<file path="src/core/reset_seq_params.svh">
// Constants of the reset sequencer: vectors, reset values and timing counts
`ifndef RESET_SEQ_PARAMS_SVH
`define RESET_SEQ_PARAMS_SVH
`define RST_VECTOR_ADDR      12'hFFE
`define WDOG_RESET_VALUE     8'hFE
`define WDOG_CTRL_BIT        0
`define WDOG_SR_BIT          1
`define STAB_DELAY_CYCLES    4096
`define OSC_START_CYCLES     16
`define STACK_DEPTH          6
`endif

</file>
<file path="src/core/reset_seq_pkg.sv">
// Types shared by the reset sequencer
package reset_seq_pkg;
    typedef enum logic [2:0] {
        ST_RESET  = 3'b000,
        ST_OSC    = 3'b001,
        ST_STAB   = 3'b011,
        ST_INIT   = 3'b010,
        ST_NMI    = 3'b110,
        ST_NORMAL = 3'b111
    } seq_state_t;

    typedef struct packed {
        logic pinLow;
        logic powerOn;
        logic watchdog;
        logic lowVoltage;
    } reset_src_t;

    typedef struct packed {
        logic        coreHalt;
        logic        ioSafe;
        logic        oscRestart;
        logic        stackClear;
        logic        pcLoad;
        logic [11:0] pcVector;
        logic        wdogLoad;
        logic [7:0]  wdogValue;
    } core_ctrl_t;
endpackage : reset_seq_pkg

</file>
<file path="src/core/mcu_reset_sequencer.sv">
// Reset source merge, stretch and initialisation sequencing for the core
// Function
// [RULE1] Four sources enter reset: pin, power-on, watchdog, low voltage
// [RULE2] Internal reset stretches pin low by a delay
// [RULE3] Reset held while external pin stays low
// [RULE4] Pin reset in run/wait halts, safes I/O, restarts oscillator
// [RULE5] After pin release, wait delay, then initialise
// [RULE6] Pin reset in stop starts oscillator, safes I/O
// [RULE7] Power-on keeps reset, pulled-up inputs, no execution
// [RULE8] Power-on: delay starts when oscillator runs, then initialise
// [RULE9] Watchdog end-of-count resets and reloads watchdog counter
// [RULE10] Watchdog reset restarts like pin reset with delay
// [RULE11] Low voltage holds static reset until supply recovers
// [RULE12] Internal source active drives reset pin low
// [RULE13] Every reset clears stack, loads PC from vector
// [RULE14] After reset set interrupt flag, non-maskable mode
// [RULE15] Return from interrupt leaves non-maskable mode, enables interrupts
// [RULE16] At return, service pending interrupt else continue
// [RULE17] Every reset loads watchdog register reset value
// [RULE18] Delay counter restarts while any source is asserted
// [RULE19] Pin synchronised; I/O safed asynchronously
`timescale 1ns/1ps
`include "reset_seq_params.svh"

module mcu_reset_sequencer
    import reset_seq_pkg::*;
#(
    parameter int STAB_CYCLES = `STAB_DELAY_CYCLES,
    parameter int OSC_CYCLES  = `OSC_START_CYCLES
) (
    input  wire logic       clk,
    input  wire logic       rst_n,
    input  wire logic       resetPinIn,
    output logic            resetPinOut,
    output logic            resetPinOe,
    input  wire logic       powerOnDetect,
    input  wire logic       watchdogEndOfCount,
    input  wire logic       lowVoltageDetect,
    input  wire logic       stopMode,
    input  wire logic       oscRunning,
    input  wire logic       returnFromInterrupt,
    input  wire logic       interruptPending,
    output core_ctrl_t      coreCtrl,
    output logic            coreRun,
    output logic            interruptFlag,
    output logic            interruptsEnabled,
    output logic            serviceInterrupt,
    output logic            oscEnable
);

    localparam int CNT_W = $clog2(STAB_CYCLES + 1);

    // Pin samples through two flops; the second is the only reader of the first
    logic       pinMeta_q;
    logic       pinSync_q;
    logic       internalReq_q;
    logic       wasStopped_q;
    logic [CNT_W-1:0] delayCnt_q;
    logic [CNT_W-1:0] delayCnt_d;
    seq_state_t state_q;
    seq_state_t state_d;
    logic       intFlag_q;
    logic       intEn_q;
    logic       service_q;
    logic       initPulse_q;

    function automatic logic anyAsserted(input reset_src_t s);
        anyAsserted = s.pinLow | s.powerOn | s.watchdog | s.lowVoltage;
    endfunction : anyAsserted

    always_ff @(posedge clk or negedge rst_n) begin
        if (!rst_n) begin
            pinMeta_q <= 1'b0;
            pinSync_q <= 1'b0;
        end else begin
            pinMeta_q <= resetPinIn;
            pinSync_q <= pinMeta_q; // RULE19
        end
    end

    // Internal sources are registered so the pin drive cannot loop back combinationally
    always_ff @(posedge clk or negedge rst_n) begin
        if (!rst_n) begin
            internalReq_q <= 1'b1;
        end else begin
            internalReq_q <= powerOnDetect | watchdogEndOfCount | lowVoltageDetect;
        end
    end

    reset_src_t sources;
    assign sources.pinLow     = ~pinSync_q; // RULE1
    assign sources.powerOn    = powerOnDetect; // RULE7
    assign sources.watchdog   = watchdogEndOfCount; // RULE9
    assign sources.lowVoltage = lowVoltageDetect; // RULE11

    wire anySource = anyAsserted(sources); // RULE1

    // Open drain: only pulls low, the board pull-up gives the high level
    assign resetPinOut = 1'b0;
    assign resetPinOe  = internalReq_q; // RULE12

    wire oscDone   = oscRunning;
    wire delayDone = (delayCnt_q == CNT_W'(STAB_CYCLES - 1));

    always_comb begin
        state_d    = state_q;
        delayCnt_d = delayCnt_q;
        if (anySource) begin
            state_d    = ST_RESET; // RULE3
            delayCnt_d = '0; // RULE18
        end else begin
            case (state_q)
                ST_RESET: begin
                    state_d = ST_OSC;
                end
                ST_OSC: begin
                    if (oscDone) begin
                        state_d = ST_STAB; // RULE8
                    end
                end
                ST_STAB: begin
                    if (delayDone) begin
                        state_d = ST_INIT; // RULE5 RULE10
                    end else begin
                        delayCnt_d = delayCnt_q + CNT_W'(1); // RULE2
                    end
                end
                ST_INIT: begin
                    state_d = ST_NMI; // RULE14
                end
                ST_NMI: begin
                    if (returnFromInterrupt) begin
                        state_d = ST_NORMAL; // RULE15
                    end
                end
                ST_NORMAL: begin
                    state_d = ST_NORMAL;
                end
                default: begin
                    state_d = ST_RESET;
                end
            endcase
        end
    end

    always_ff @(posedge clk or negedge rst_n) begin
        if (!rst_n) begin
            state_q    <= ST_RESET;
            delayCnt_q <= '0;
        end else begin
            state_q    <= state_d;
            delayCnt_q <= delayCnt_d;
        end
    end

    // Remember whether reset came out of stop so the oscillator start is reported
    always_ff @(posedge clk or negedge rst_n) begin
        if (!rst_n) begin
            wasStopped_q <= 1'b0;
        end else if (anySource && state_q != ST_RESET) begin
            wasStopped_q <= stopMode; // RULE6
        end else if (state_q == ST_INIT) begin
            wasStopped_q <= 1'b0;
        end
    end

    always_ff @(posedge clk or negedge rst_n) begin
        if (!rst_n) begin
            intFlag_q   <= 1'b1;
            intEn_q     <= 1'b0;
            service_q   <= 1'b0;
            initPulse_q <= 1'b0;
        end else begin
            initPulse_q <= (state_d == ST_INIT) && (state_q != ST_INIT);
            service_q   <= 1'b0;
            if (state_d == ST_RESET || state_d == ST_INIT) begin
                intFlag_q <= 1'b1; // RULE14
                intEn_q   <= 1'b0;
            end else if (state_q == ST_NMI && returnFromInterrupt) begin
                intFlag_q <= 1'b0; // RULE15
                intEn_q   <= 1'b1;
                service_q <= interruptPending; // RULE16
            end
        end
    end

    wire inReset = (state_q != ST_NMI) && (state_q != ST_NORMAL) && (state_q != ST_INIT);

    // Reset asserted by the pin reaches the I/O without waiting for a clock edge
    assign coreCtrl.ioSafe     = inReset | ~resetPinIn | ~rst_n; // RULE4 RULE19
    assign coreCtrl.coreHalt   = inReset; // RULE4 RULE7
    assign coreCtrl.oscRestart = (state_q == ST_RESET) | wasStopped_q; // RULE4 RULE6
    assign coreCtrl.stackClear = inReset; // RULE13
    assign coreCtrl.pcLoad     = initPulse_q; // RULE13
    assign coreCtrl.pcVector   = `RST_VECTOR_ADDR; // RULE13
    assign coreCtrl.wdogLoad   = inReset; // RULE9 RULE17
    assign coreCtrl.wdogValue  = `WDOG_RESET_VALUE; // RULE17

    assign oscEnable         = 1'b1;
    assign coreRun           = ~inReset;
    assign interruptFlag     = intFlag_q;
    assign interruptsEnabled = intEn_q;
    assign serviceInterrupt  = service_q;

endmodule : mcu_reset_sequencer

</file>
<file path="config.mk">
export PLATFORM = sky130hd
export DESIGN_NAME = mcu_reset_sequencer
export DESIGN_NICKNAME = d
export VERILOG_FILES = /design/src/core/reset_seq_pkg.sv /design/src/core/mcu_reset_sequencer.sv
export VERILOG_INCLUDE_DIRS = /design/src /design/src/core
export SDC_FILE = /design/constraint.sdc
export NUM_CORES = 1
export LEC_CHECK = 0
export BUFFER_PORTS_ARGS = -buffer_cell sky130_fd_sc_hd__buf_4
export CELL_PAD_IN_SITES_DETAIL_PLACEMENT = 0
export CELL_PAD_IN_SITES_GLOBAL_PLACEMENT = 1
export CORE_MARGIN = 5
export CORE_UTILIZATION = 37
export DETAILED_ROUTE_END_ITERATION = 10
export GPL_TIMING_DRIVEN = 0
export PLACE_DENSITY = 0.88
export RECOVER_POWER = 25
export SYNTH_ARGS = -nofsm -noshare
export SYNTH_HDL_FRONTEND = slang
export SYNTH_SLANG_ARGS = --single-unit
</file>
<file path="constraint.sdc">
create_clock -name clk -period 2.11 [get_ports clk]
set_input_delay 0.1055 -clock clk [delete_from_list [all_inputs] [get_ports clk]]
set_output_delay 0.1055 -clock clk [all_outputs]
set_load 0.01 [all_outputs]
</file>
# [After elaboration in Yosys (flattened, before gate mapping)]
# Index checks and enable logic that the tools add are counted.
[word_totals] inputBits=10 wordCells=63 latchBits=0 ff_bits=24 rom_bits=0 mem_count=0 ram_bits=0
[op_classes] shift=0 n_lt_le_gt_ge=0 multipliers=0 reduce_logical=13 n_div=0 n_addsub=1 n_eq_ne=11 n_bitwise=12 muxes=16
[op_table] op="13-bit two-way mux" n=3
[op_table] op="3-bit one-hot mux with 6 select lines" n=1
[op_table] op="13-bit by 1-bit adder with 13-bit output, second input constant" n=1
[op_table] op="13-bit by 12-bit equality test with 1-bit output, second input constant" n=1
[op_table] op="3-bit two-way mux" n=4
[op_table] op="3-bit by 2-bit equality test with 1-bit output, second input constant" n=3
[op_table] op="1-bit two-way mux" n=8
[op_table] op="1-bit bitwise OR" n=8
[op_table] op="3-bit equality test, second input constant" n=2
[op_table] op="3-bit logical NOT" n=2
[op_table] op="3-bit != test, second input constant" n=2
[op_table] op="2-bit nonzero test" n=3
[op_table] op="1-bit logical AND" n=5
[op_table] op="1-bit inverter" n=4
[op_table] op="3-bit by 1-bit equality test with 1-bit output, second input constant" n=1
[op_table] op="3-bit by 2-bit != test with 1-bit output, second input constant" n=1
[op_table] op="3-bit nonzero test" n=1
[op_table] op="2-bit != test, second input constant" n=1
[op_table] op="2-bit AND reduction" n=1
[op_table] op="1-bit logical OR" n=1

# [Depth between registers and ports, before layout]
# Gate-level depths: netlist of the first run.
[depth] ltp_word=8 depth_mapped=6

# [Worst setup path after synthesis of the first run]
# Ideal clock, no wire load.
[synth_path] path_kind="register -> register" from="register delayCnt_q[0]" to="register delayCnt_q[9]" path_stages_with_launch=6 setup_time_ps=78 synth_period_minus_slack_ps=1696 path_buffers=0 arrival_time_ps=1618 path_slack_ps=414 cell_sequence="dfrtp_1 -> ha_1 -> and3_1 -> nor3b_1 -> or4_1 -> a21oi_1"
[synth_via] elab_chain_len=4
[synth_lines] element="start, declared" line="mcu_reset_sequencer.sv:58" rtl="logic [CNT_W-1:0] delayCnt_q;"
[synth_lines] element="start signal, assigned" line="mcu_reset_sequencer.sv:152" rtl="delayCnt_q <= delayCnt_d;"
[synth_lines] element="13-bit by 1-bit adder with 13-bit output" line="mcu_reset_sequencer.sv:125" rtl="delayCnt_d = delayCnt_q + CNT_W'(1);"
[synth_lines] element="13-bit two-way mux" line="mcu_reset_sequencer.sv:122" rtl="if (delayDone) begin"
[synth_lines] element="13-bit two-way mux" line="mcu_reset_sequencer.sv:112" rtl="case (state_q)"
[synth_lines] element="13-bit two-way mux" line="mcu_reset_sequencer.sv:108" rtl="if (anySource) begin"
# Parallel ways exist; a longest one is shown, timed or not. The select of a mux whose other input is x is not followed.
# A chain may end at the register's enable or synchronous reset.

# [Worst setup path in the final report of the first run]
# Ends and elaborated chain as after synthesis.

==> results of run 1 <==
-- timing repair --
item / CTS / global route
endpoints found under the setup margin: 0 / 1
hold buffers: 2 / 0
endpoints found under the hold margin: 23 / 0
resized for setup: 0 / 1
buffers inserted: 0 / 0
-- logic make-up (layout without fill, tap and decap cells) --
| logic type | count (synthesis) | count (layout) |
|---|---|---|
| compound gates | 29 | 29 |
| xor+xnor | 1 | 1 |
| fa+ha+maj | 1 | 1 |
| buf+inv | 36 | 62 |
| flops | 24 | 24 |
| mux | 2 | 2 |
| other cells | 2 | 22 |
| simple gates | 49 | 49 |
-- path summary, 6_finish.rpt --
path	cells after the start	slack (ns)	start	to
hold / removal	3	0.07	lowVoltageDetect	resetPinOe$_DFF_PN1_
min in group asynchronous	2	0.27	rst_n	delayCnt_q[4]$_DFFE_PN0P_
max in group asynchronous	2	1.54	rst_n	resetPinOe$_DFF_PN1_
setup reg to reg	5	0.29	delayCnt_q[0]$_DFFE_PN0P_	delayCnt_q[9]$_DFFE_PN0P_
hold reg to reg	0	0.36	pinMeta_q$_DFF_PN0_	pinSync_q$_DFF_PN0_
setup / recovery	5	0.29	delayCnt_q[0]$_DFFE_PN0P_	delayCnt_q[9]$_DFFE_PN0P_
-- Yosys cell counts --
cell | instances | area (sq um)
o21ai_0 | 9 | 45.0
a32oi_1 | 1 | 8.76
buf_4 | 26 | 195
nand2_1 | 9 | 33.8
buf_2 | 1 | 5.00
or2_2 | 1 | 6.26
or3_1 | 4 | 25.0
o2111ai_2 | 1 | 15.0
dfstp_2 | 2 | 52.6
and3_1 | 3 | 18.8
xnor2_1 | 1 | 8.76
a21oi_1 | 7 | 35.0
a211oi_1 | 1 | 7.51
and4bb_4 | 1 | 16.3
o21ai_1 | 1 | 5.00
and4_1 | 2 | 17.5
a311oi_1 | 1 | 8.76
and4b_1 | 1 | 10.0
nand4_1 | 3 | 18.8
conb_1 | 2 | 7.51
nor3_1 | 5 | 25.0
a31oi_1 | 3 | 18.8
o21a_1 | 1 | 7.51
and3b_1 | 1 | 8.76
o211a_1 | 1 | 10.0
o31ai_1 | 2 | 15.0
nor3b_1 | 1 | 7.51
nand3_1 | 4 | 20.0
nor2_1 | 6 | 22.5
mux2i_1 | 2 | 20.0
o211ai_1 | 1 | 7.51
ha_1 | 1 | 12.5
clkbuf_1 | 1 | 3.75
dfrtp_1 | 22 | 551
and2_1 | 1 | 6.26
nand2b_1 | 2 | 12.5
nand2_2 | 1 | 6.26
buf_6 | 2 | 22.5
inv_1 | 6 | 22.5
nor4b_4 | 1 | 23.8
or4_1 | 3 | 22.5
-- power breakdown --
| part | internal [uW] | switching, uW | total [uW] |
|---|---|---|---|
| clock network | 167 | 144 | 311 |
| registers | 467 | 4.66 | 472 |
| logic | 47.3 | 46.5 | 93.8 |
-- registers in the layout, summed over array words and instances, names as in the netlist --
| name | flops |
|---|---|
| delayCnt_q | 13 |
| state_q | 3 |
| initPulse_q | 1 |
| interruptFlag | 1 |
| interruptsEnabled | 1 |
| pinMeta_q | 1 |
| pinSync_q | 1 |
| resetPinOe | 1 |
| serviceInterrupt | 1 |
| wasStopped_q | 1 |
-- placed cells by master, fill, tap and decap left out, types with 2 or more instances in the layout --
| master | count |
|---|---|
| nand3_1 | 4 |
| o21ai_0 | 9 |
| dfrtp_1 | 22 |
| and4_1 | 2 |
| dlygate4sd3_1 | 2 |
| a21oi_1 | 7 |
| clkbuf_8 | 4 |
| o31ai_1 | 2 |
| conb_1 | 22 |
| inv_1 | 6 |
| or3_1 | 4 |
| or4_1 | 3 |
| nand2b_1 | 2 |
| buf_6 | 2 |
| nor3_1 | 5 |
| nand2_1 | 9 |
| dfstp_2 | 2 |
| clkbuf_1 | 2 |
| nand4_1 | 3 |
| a31oi_1 | 3 |
| and3_1 | 3 |
| nor2_1 | 6 |
| buf_4 | 45 |
| mux2i_1 | 2 |
-- cell type report --
| cell class | count | area (sq um) | share of cell area [%] |
|---|---|---|---|
| inverters | 6 | 22.5 | 1.29 |
| repair buffers | 22 | 166 | 9.52 |
| well taps | 48 | 60.1 | 3.44 |
| clock buffers | 4 | 55.1 | 3.15 |
| flip-flops and latches | 24 | 603 | 34.5 |
| plain buffers | 30 | 226 | 13.0 |
| multi-input cells | 104 | 614 | 35.1 |
-- per-layer routing --
layer,global-route usage [%],vias up
met2,18.5,21
met4,3.76,0
li1,-,553
met1,15.3,497
met5,0,-
met3,3.51,5
-- worst reg2reg max path: stages (launching register included) --
cell,delay (ns)
dfrtp_1,0.42
ha_1,0.24
and3_1,0.23
nor3b_2,0.20
or4_1,0.51
a21oi_1,0.15
-- metrics by stage --
| step | hold slack (ns) | worst slack (ns) | util [%] | std cells |
|---|---|---|---|---|
| 6_report | 0.0739 | 0.289 | 48.1 | 238 |
| 5_1_grt | 0.0863 | 0.204 | 48.1 | 238 |
| 4_1_cts | 0.0599 | 0.215 | 48.1 | 238 |
| 3_5_place_dp | 0.0285 | 0.219 | 46.0 | 232 |
| 3_3_place_gp | 0.0245 | 0.209 | 46.0 | 232 |
| 2_1_floorplan | -0.190 | 0.414 | - | 164 |
==> metrics.txt, run 1 <==
status complete, no violations; CTS buffer count 3; largest net degree at the start of global routing 26; detailed-route via count 1076; Total Routing Usage GR 11.7%; first-pass GRT wire length 4820 um; clock latency on the worst-skew pair 0.27 ns; hpwl dp 2100 um; synthesized cell area 1390 sq um; drt pass-1 iters 4; Final Hold Viols 0; total power 877 uW; RSZ-0062 raised after global routing false; CP Data Arrival Time 2.02 ns; Slew Viols, Final 0; Cell variety after synth 41; highest metal used met4; Worst Hold Class in2reg; delay of the slowest critical-path stage 0.51 ns; post-route cell area 1750 sq um; Max Root-Sink Buffers 2; CP top delay family simple AND/OR/NAND/NOR gates; I/O Pins 43; 1st-iter DRT viols 22; Site Rows 22; final wirelength 2750 um; final worst-path cycle share 86.3%; # DRC 0; Cell Chain, Critical Path ha_1 -> and3_1 -> nor3b_2 -> or4_1 -> a21oi_1; die width 71.2 um; Port Buffer Count 20; Die Height 71.2 um; Placeable Area 3630 sq um; Crit-path slowest cell or4_1; H-tree lvl count 1; fraction of layout cells with a size suffix above 1 31.6%; Mapped Avg Cell Area 9.63 sq um; number of global-route vias before repair 1053; Required @ worst endpoint 2.31 ns; Ant. Diodes 0; setup_tns 0 ns; Clock Pin Slew Worst Setup and Hold Paths 0.08 ns; post-synthesis sequential area ratio 43.5%; total gr overflow 0; P&R area growth vs syn 26.1%; Mapped Cells 144; TritonCTS clock tree done; initial antenna violation count 0; crit path launch type flip-flop; Compound-Gate Fraction of Synth Area 13.3%; die area 5070 sq um; routed wl met3 126 um; Crit Path Max Fanout 5; xor/xnor cell area share of the yosys netlist 0.632%; Seq cells post-synth 24; post-synthesis mux area share 1.44%; Initial Util 38.2%; routed wl met2 1350 um; LEAKAGE 0.000791 uW; fill cell count 365; crit path buf inv count 0; nets@finish 202; Crit. End Element flip-flop; antenna-violating nets left 0; Max-Cap Viols 0; CP Class reg2reg; Via-to-Cell Ratio 4.52; largest family of logic cells by synthesized area simple AND/OR/NAND/NOR gates; YS warnings 0; Tmin final 1.82 ns; Routability Congestion 0.724; dpl cell area 1670 sq um; worst vdd ir 0.419 mV; power per cell area 502 nW/um^2; Max Clock Freq 0.549 GHz; Final setup viols 0; Sink Count 24; post-synthesis adder-cell area fraction 0.903%; Post-Route M1 WL 1250 um; routed len/inst 11.6 um; clk_skew 0.00446 ns; simple-gate area share of the yosys netlist 21.8%; CTS root buffer clkbuf_8
Power figures use the tool's default switching activity.
==> run 2, diff against run 1 <==
PLACE_DENSITY = 0.82   (was 0.88)
==> run 2 against run 1 <==
Setup slack worse by 0.0082 ns. Sequential power hardly changed. Sequential cell count stayed put. Critical endpoint is now delayCnt_q[5]$_DFFE_PN0P_. Largest power group unchanged.
==> metrics.txt, run 2 (synthesis results as in run 1) <==
status complete, no violations; nets@finish 202 (unchanged); crit path launch type flip-flop; Port Buffer Count 20 (unchanged); drt pass-1 iters 4 (unchanged); routed len/inst 11.7 um (+1.3%); Cell Chain, Critical Path ha_1 -> and3_1 -> and4bb_4 -> buf_6 -> or3_1 -> a21oi_1; final worst-path cycle share 86.7% (+0.39 points); antenna-violating nets left 0 (unchanged); commonest non-fill, non-tap cells in the layout 45 x buf_4, 22 x conb_1, 22 x dfrtp_1; CP Data Arrival Time 2.02 ns (about the same); final wirelength 2790 um (+1.3%); Seq pwr share 53.8% (about the same); fraction of layout cells with a size suffix above 1 31.6% (unchanged); LEAKAGE 0.000791 uW (unchanged); Final Hold Viols 0 (unchanged); power per cell area 502 nW/um^2 (about the same); largest net degree at the start of global routing 26 (unchanged); clock latency on the worst-skew pair 0.26 ns (about the same); Crit path depth 6 (+1); cell-internal power 681 uW (about the same); Placeable Area 3630 sq um (unchanged); Crit Path Max Fanout 10 (+5); delay of the slowest critical-path stage 0.43 ns (-0.08 ns); Clock Pin Slew Worst Setup and Hold Paths 0.09 ns (about the same); Max-Cap Viols 0 (unchanged); P&R area growth vs syn 26.1% (unchanged); I/O Pins 43 (unchanged); Slew @ Worst Pin 0.515 ns; Initial Util 38.2% (unchanged); Via-to-Cell Ratio 4.69 (+3.7%); Reg-to-Reg End delayCnt_q[5]$_DFFE_PN0P_; share of total power in the clock network 35.4% (about the same); H-tree lvl count 1 (unchanged); commonest non-fill, non-tap cell in the layout buf_4; number of global-route vias before repair 1094 (+3.9%); clk_skew 0.00584 ns (+0.00138 ns); Crit. End Element flip-flop; initial antenna violation count 0 (unchanged); Required @ worst endpoint 2.30 ns (about the same); Ant. Diodes 0 (unchanged); die width 71.2 um (unchanged); fill cell count 357 (-2.2%); Top reg by flops delayCnt_q; TritonCTS clock tree done; Die Height 71.2 um (unchanged); detailed-route via count 1116 (+3.7%); setup_tns 0 ns (unchanged); die area 5070 sq um (unchanged); Max Root-Sink Buffers 2 (unchanged); Max Clock Freq 0.547 GHz (-0.45%); Site Rows 22 (unchanged); hold endpoint serviceInterrupt$_DFF_PN0_; flop2flop setup slack 0.28 ns (about the same); total gr overflow 0 (unchanged); sw power 196 uW (+0.42%); Post-Place Worst Slack 0.212 ns (-0.00700 ns); hpwl dp 2180 um (+4.0%); RSZ-0062 raised after global routing false; max reg flops 13 (unchanged); Routability Congestion 0.760 (+5.0%); Slew Viols, Final 0 (unchanged); Crit-path slowest cell dfrtp_1; Switching Fraction 22.4% (+0.081 points); Final setup viols 0 (unchanged); Tmin final 1.83 ns (+0.00823 ns); Total Routing Usage GR 11.4% (-0.26 points); first-pass GRT wire length 4830 um (+0.29%); Worst Hold Class in2reg; CP top delay family simple AND/OR/NAND/NOR gates; CTS buffer count 3 (unchanged); Slew headroom 65.5%; crit path buf inv count 1 (+1); reg2reg start delayCnt_q[0]$_DFFE_PN0P_; Sink Count 24 (unchanged); worst vdd ir 0.293 mV (-30%); combinational power share 10.8% (about the same); # DRC 0 (unchanged); CP Class reg2reg; 1st-iter DRT viols 29 (+32%); CTS root buffer clkbuf_8; hold depth 2 (-1); reg2reg path depth 6 (+1); final worst setup slack 0.281 ns (-0.00823 ns); HP Start interruptPending; leading registers by flop count delayCnt_q x13, state_q x3; Setup Buffers After CTS 0 (unchanged)
==> run 2: repair_timing <==
action	CTS	global route
hold endpoints to repair	23	0
setup endpoints to repair	0	1
resized for setup	0	1
hold buffers	2	0
==> run 2: stage by stage <==
stage	hold slack (ns)	cells	utilization (%)	instance area, sq um	total power, uW
global placement	0.0242	232	46.0	1670	570
global route	0.0755	238	48.1	1750	915
floorplan	-0.190	164	-	1460	540
detailed placement	0.0278	232	46.0	1670	572
finish	0.0705	238	48.1	1750	877
CTS	0.0697	238	48.1	1750	884
==> run 2: area by class of cell <==
type,instances,area [sq um],area share (%)
Multi-Input combinational cell,104,614,35.1
Sequential cell,24,603,34.5
Buffer,30,226,13.0
Timing Repair Buffer,22,166,9.52
Tap cell,48,60.1,3.44
Clock buffer,4,55.1,3.15
Inverter,6,22.5,1.29
==> run 2: power by group through the flow <==
stage,combinational (uW),clock [uW],sequential (uW)
after floorplan,60.1,0,480
after global placement,90.0,0,481
after detailed placement,90.8,0,481
after CTS,94.0,318,472
after global routing,106,335,473
final,94.6,310,472
==> run 2: worst max-delay path by stage <==
stage	start	slack (ns)	to
2_1_floorplan	delayCnt_q[0]$_DFFE_PN0P_	0.41	delayCnt_q[9]$_DFFE_PN0P_
3_3_place_gp	delayCnt_q[0]$_DFFE_PN0P_	0.25	serviceInterrupt$_DFF_PN0_
3_5_place_dp	delayCnt_q[0]$_DFFE_PN0P_	0.21	serviceInterrupt$_DFF_PN0_
4_1_cts	delayCnt_q[0]$_DFFE_PN0P_	0.20	serviceInterrupt$_DFF_PN0_
5_1_grt	delayCnt_q[0]$_DFFE_PN0P_	0.19	delayCnt_q[5]$_DFFE_PN0P_
6_report	delayCnt_q[0]$_DFFE_PN0P_	0.28	delayCnt_q[5]$_DFFE_PN0P_
==> run 2: layer usage <==
metal | GRT usage, % | part of all wire (%) | vias up
li1 | - | - | 557
met1 | 14.8 | 43 | 522
met2 | 19.5 | 51 | 33
met3 | 2.10 | 5.2 | 4
met4 | 2.92 | 1.1 | 0
met5 | 0 | 0 | -
==> run 3, diff against run 2 <==
clock period = 1.8 ns   (was 2.11 ns; I/O delays follow)
==> run 3 against run 2 <==
Final area rose by 1.5%. Final cell count rose by 0.84%. Die area did not move. Highest routed layer unchanged. Global-route usage did not move. Clock skew barely moved. Sequential cell count did not move. Critical path type unchanged. Utilization rose by 0.72 points. Hold slack got worse by 0.014 ns. Register-to-register slack got worse by 0.19 ns. Sequential share of layout area fell by 0.51 points. Largest cell class unchanged.
==> metrics.txt, run 3 (synthesis results as in run 1) <==
final wirelength 2790 um (+0.25%); crit path launch type flip-flop; Max Root-Sink Buffers 2 (unchanged); Via-to-Cell Ratio 4.68 (-0.21%); Crit Path Max Fanout 4 (-6); Clock Pin Slew Worst Setup and Hold Paths 0.09 ns (about the same); reg2reg start delayCnt_q[1]$_DFFE_PN0P_; Sink Count 24 (unchanged); Max-Cap Viols 0 (unchanged); largest net degree at the start of global routing 26 (unchanged); CTS buffer count 3 (unchanged); power per cell area 576 nW/um^2 (+15%); Slew headroom 58.6% (-6.9 points); Routability Congestion 0.760 (unchanged); dpl cells 232 (unchanged); Final setup viols 0 (unchanged); Slew @ Worst Pin 0.621 ns (+0.106 ns); TritonCTS clock tree done; final worst setup slack 0.0949 ns (-0.186 ns); Final Hold Viols 0 (unchanged); Die Height 71.2 um (unchanged); Placeable Area 3630 sq um (unchanged); total gr overflow 0 (unchanged); detailed-route via count 1123 (+0.63%); hold slack 0.0561 ns (-0.0143 ns); hpwl dp 2180 um (unchanged); nets@finish 204 (+0.99%); setup_tns 0 ns (unchanged); antenna-violating nets left 0 (unchanged); fraction of layout cells with a size suffix above 1 33.3% (+1.8 points); CP Class reg2reg; worst vdd ir 0.343 mV (+17%); Site Rows 22 (unchanged); final worst-path cycle share 94.7% (+8.1 points); Ant. Diodes 0 (unchanged); Port Buffer Count 20 (unchanged); reg2reg path depth 5 (-1); # DRC 0 (unchanged); number of global-route vias before repair 1093 (-0.091%); flop2flop setup slack 0.09 ns (-0.19 ns); Worst Hold Class in2reg; drt pass-1 iters 4 (unchanged); Required @ worst endpoint 1.99 ns (-0.31 ns); initial antenna violation count 0 (unchanged); Crit-path slowest cell or4_1; max reg flops 13 (unchanged); LEAKAGE 0.000796 uW (+0.66%); Max Clock Freq 0.586 GHz (+7.3%); Top reg by flops delayCnt_q; commonest non-fill, non-tap cells in the layout 46 x buf_4, 22 x conb_1, 22 x dfrtp_1; commonest non-fill, non-tap cell in the layout buf_4; CP Data Arrival Time 1.89 ns (-0.13 ns); H-tree lvl count 1 (unchanged); die area 5070 sq um (unchanged); clock latency on the worst-skew pair 0.26 ns (about the same); CTS root buffer clkbuf_8; fin cells 240 (+0.84%); clk_skew 0.00594 ns (+0.0000981 ns); Slew Viols, Final 0 (unchanged); Initial Util 38.2% (unchanged); hold depth 2 (unchanged); RSZ-0062 raised after global routing false; Cell Chain, Critical Path ha_2 -> and3_4 -> and4bb_4 -> or4_1 -> a21oi_1; hold endpoint serviceInterrupt$_DFF_PN0_; Total Routing Usage GR 11.4% (unchanged); 1st-iter DRT viols 38 (+31%); leading registers by flop count delayCnt_q x13, state_q x3; Reg-to-Reg End delayCnt_q[6]$_DFFE_PN0P_; first-pass GRT wire length 4830 um (unchanged); routed len/inst 11.6 um (-0.58%); status complete, no violations; Tmin final 1.71 ns (-0.124 ns); I/O Pins 43 (unchanged); delay of the slowest critical-path stage 0.46 ns (+0.03 ns); HP Start interruptPending; P&R area growth vs syn 28.0%; Post-Place Worst Slack -0.0983 ns (-0.310 ns); Crit. End Element flip-flop; die width 71.2 um (unchanged)
[run 3: cell count changes in the layout (fill, tap and decap cells not counted)]
cell	before	now
ha_1	1	0
and3_1	3	2
and3_4	0	1
clkbuf_2	0	1
nor3b_2	1	0
ha_2	0	1
nor3b_4	0	1
buf_4	45	46
[run 3: area by class of cell]
class                      instances  area (sq um)
fill                             354          1860
multi-input combinational        104           628
sequential                        24           603
buffer                            30           226
timing repair buffer              24           179
tap                               48          60.1
clock buffer                       4          55.1
inverter                           6          22.5
[run 3: metal layers]
layer | GRT usage (%) | routed length [um] | part of all wire (%)
met2 | 19.6 | 1430 | 51
met3 | 2.10 | 137 | 4.9
met5 | 0 | 0 | 0
met4 | 2.92 | 30 | 1.1
met1 | 14.7 | 1200 | 43
[run 3: worst max-delay path: cells and delay by family, from the launching register on]
kind                     cells  cell delay [ns]
AND/OR/NAND/NOR              3             0.87
flip-flops                   1             0.41
adder cells (fa/ha/maj)      1             0.20
AO/OA/AOI/OAI                1             0.15
[run 3: stage by stage]
stage                     utilization (%)  instance area (sq um)  power (uW)
after global routing                 48.8                   1770        1070
after floorplan                         -                   1460         633
after CTS                            48.4                   1760        1040
after global placement               46.0                   1670         669
after detailed placement             46.0                   1670         670
final                                48.8                   1770        1020
[run 3: power breakdown]
part	leakage, uW	internal [uW]	switching (uW)
clock	0.0000288	195	165
combinational	0.000445	54.8	55.2
sequential	0.000322	548	5.50
[run 3: how the worst max path moves through the flow]
stage / from / slack [ns] / endpoint / cells after the start
6_report: delayCnt_q[1]$_DFFE_PN0P_ / 0.09 / delayCnt_q[6]$_DFFE_PN0P_ / 5
5_1_grt: pinSync_q$_DFF_PN0_ / 0.008 / interruptFlag$_DFFE_PN1P_ / 4
4_1_cts: delayCnt_q[1]$_DFFE_PN0P_ / 0.02 / delayCnt_q[9]$_DFFE_PN0P_ / 5
3_5_place_dp: delayCnt_q[0]$_DFFE_PN0P_ / -0.1 / serviceInterrupt$_DFF_PN0_ / 5
3_3_place_gp: delayCnt_q[0]$_DFFE_PN0P_ / -0.06 / serviceInterrupt$_DFF_PN0_ / 5
2_1_floorplan: delayCnt_q[0]$_DFFE_PN0P_ / 0.10 / delayCnt_q[9]$_DFFE_PN0P_ / 5
[run 3: what timing repair did]
action                     4_1_cts  5_1_grt
gates cloned                     0        0
gates resized for setup          1        4
setup buffers                    1        1
hold endpoints to repair        23        0
pin swaps                        0        2
setup endpoints to repair        7        6
hold buffers                     2        0
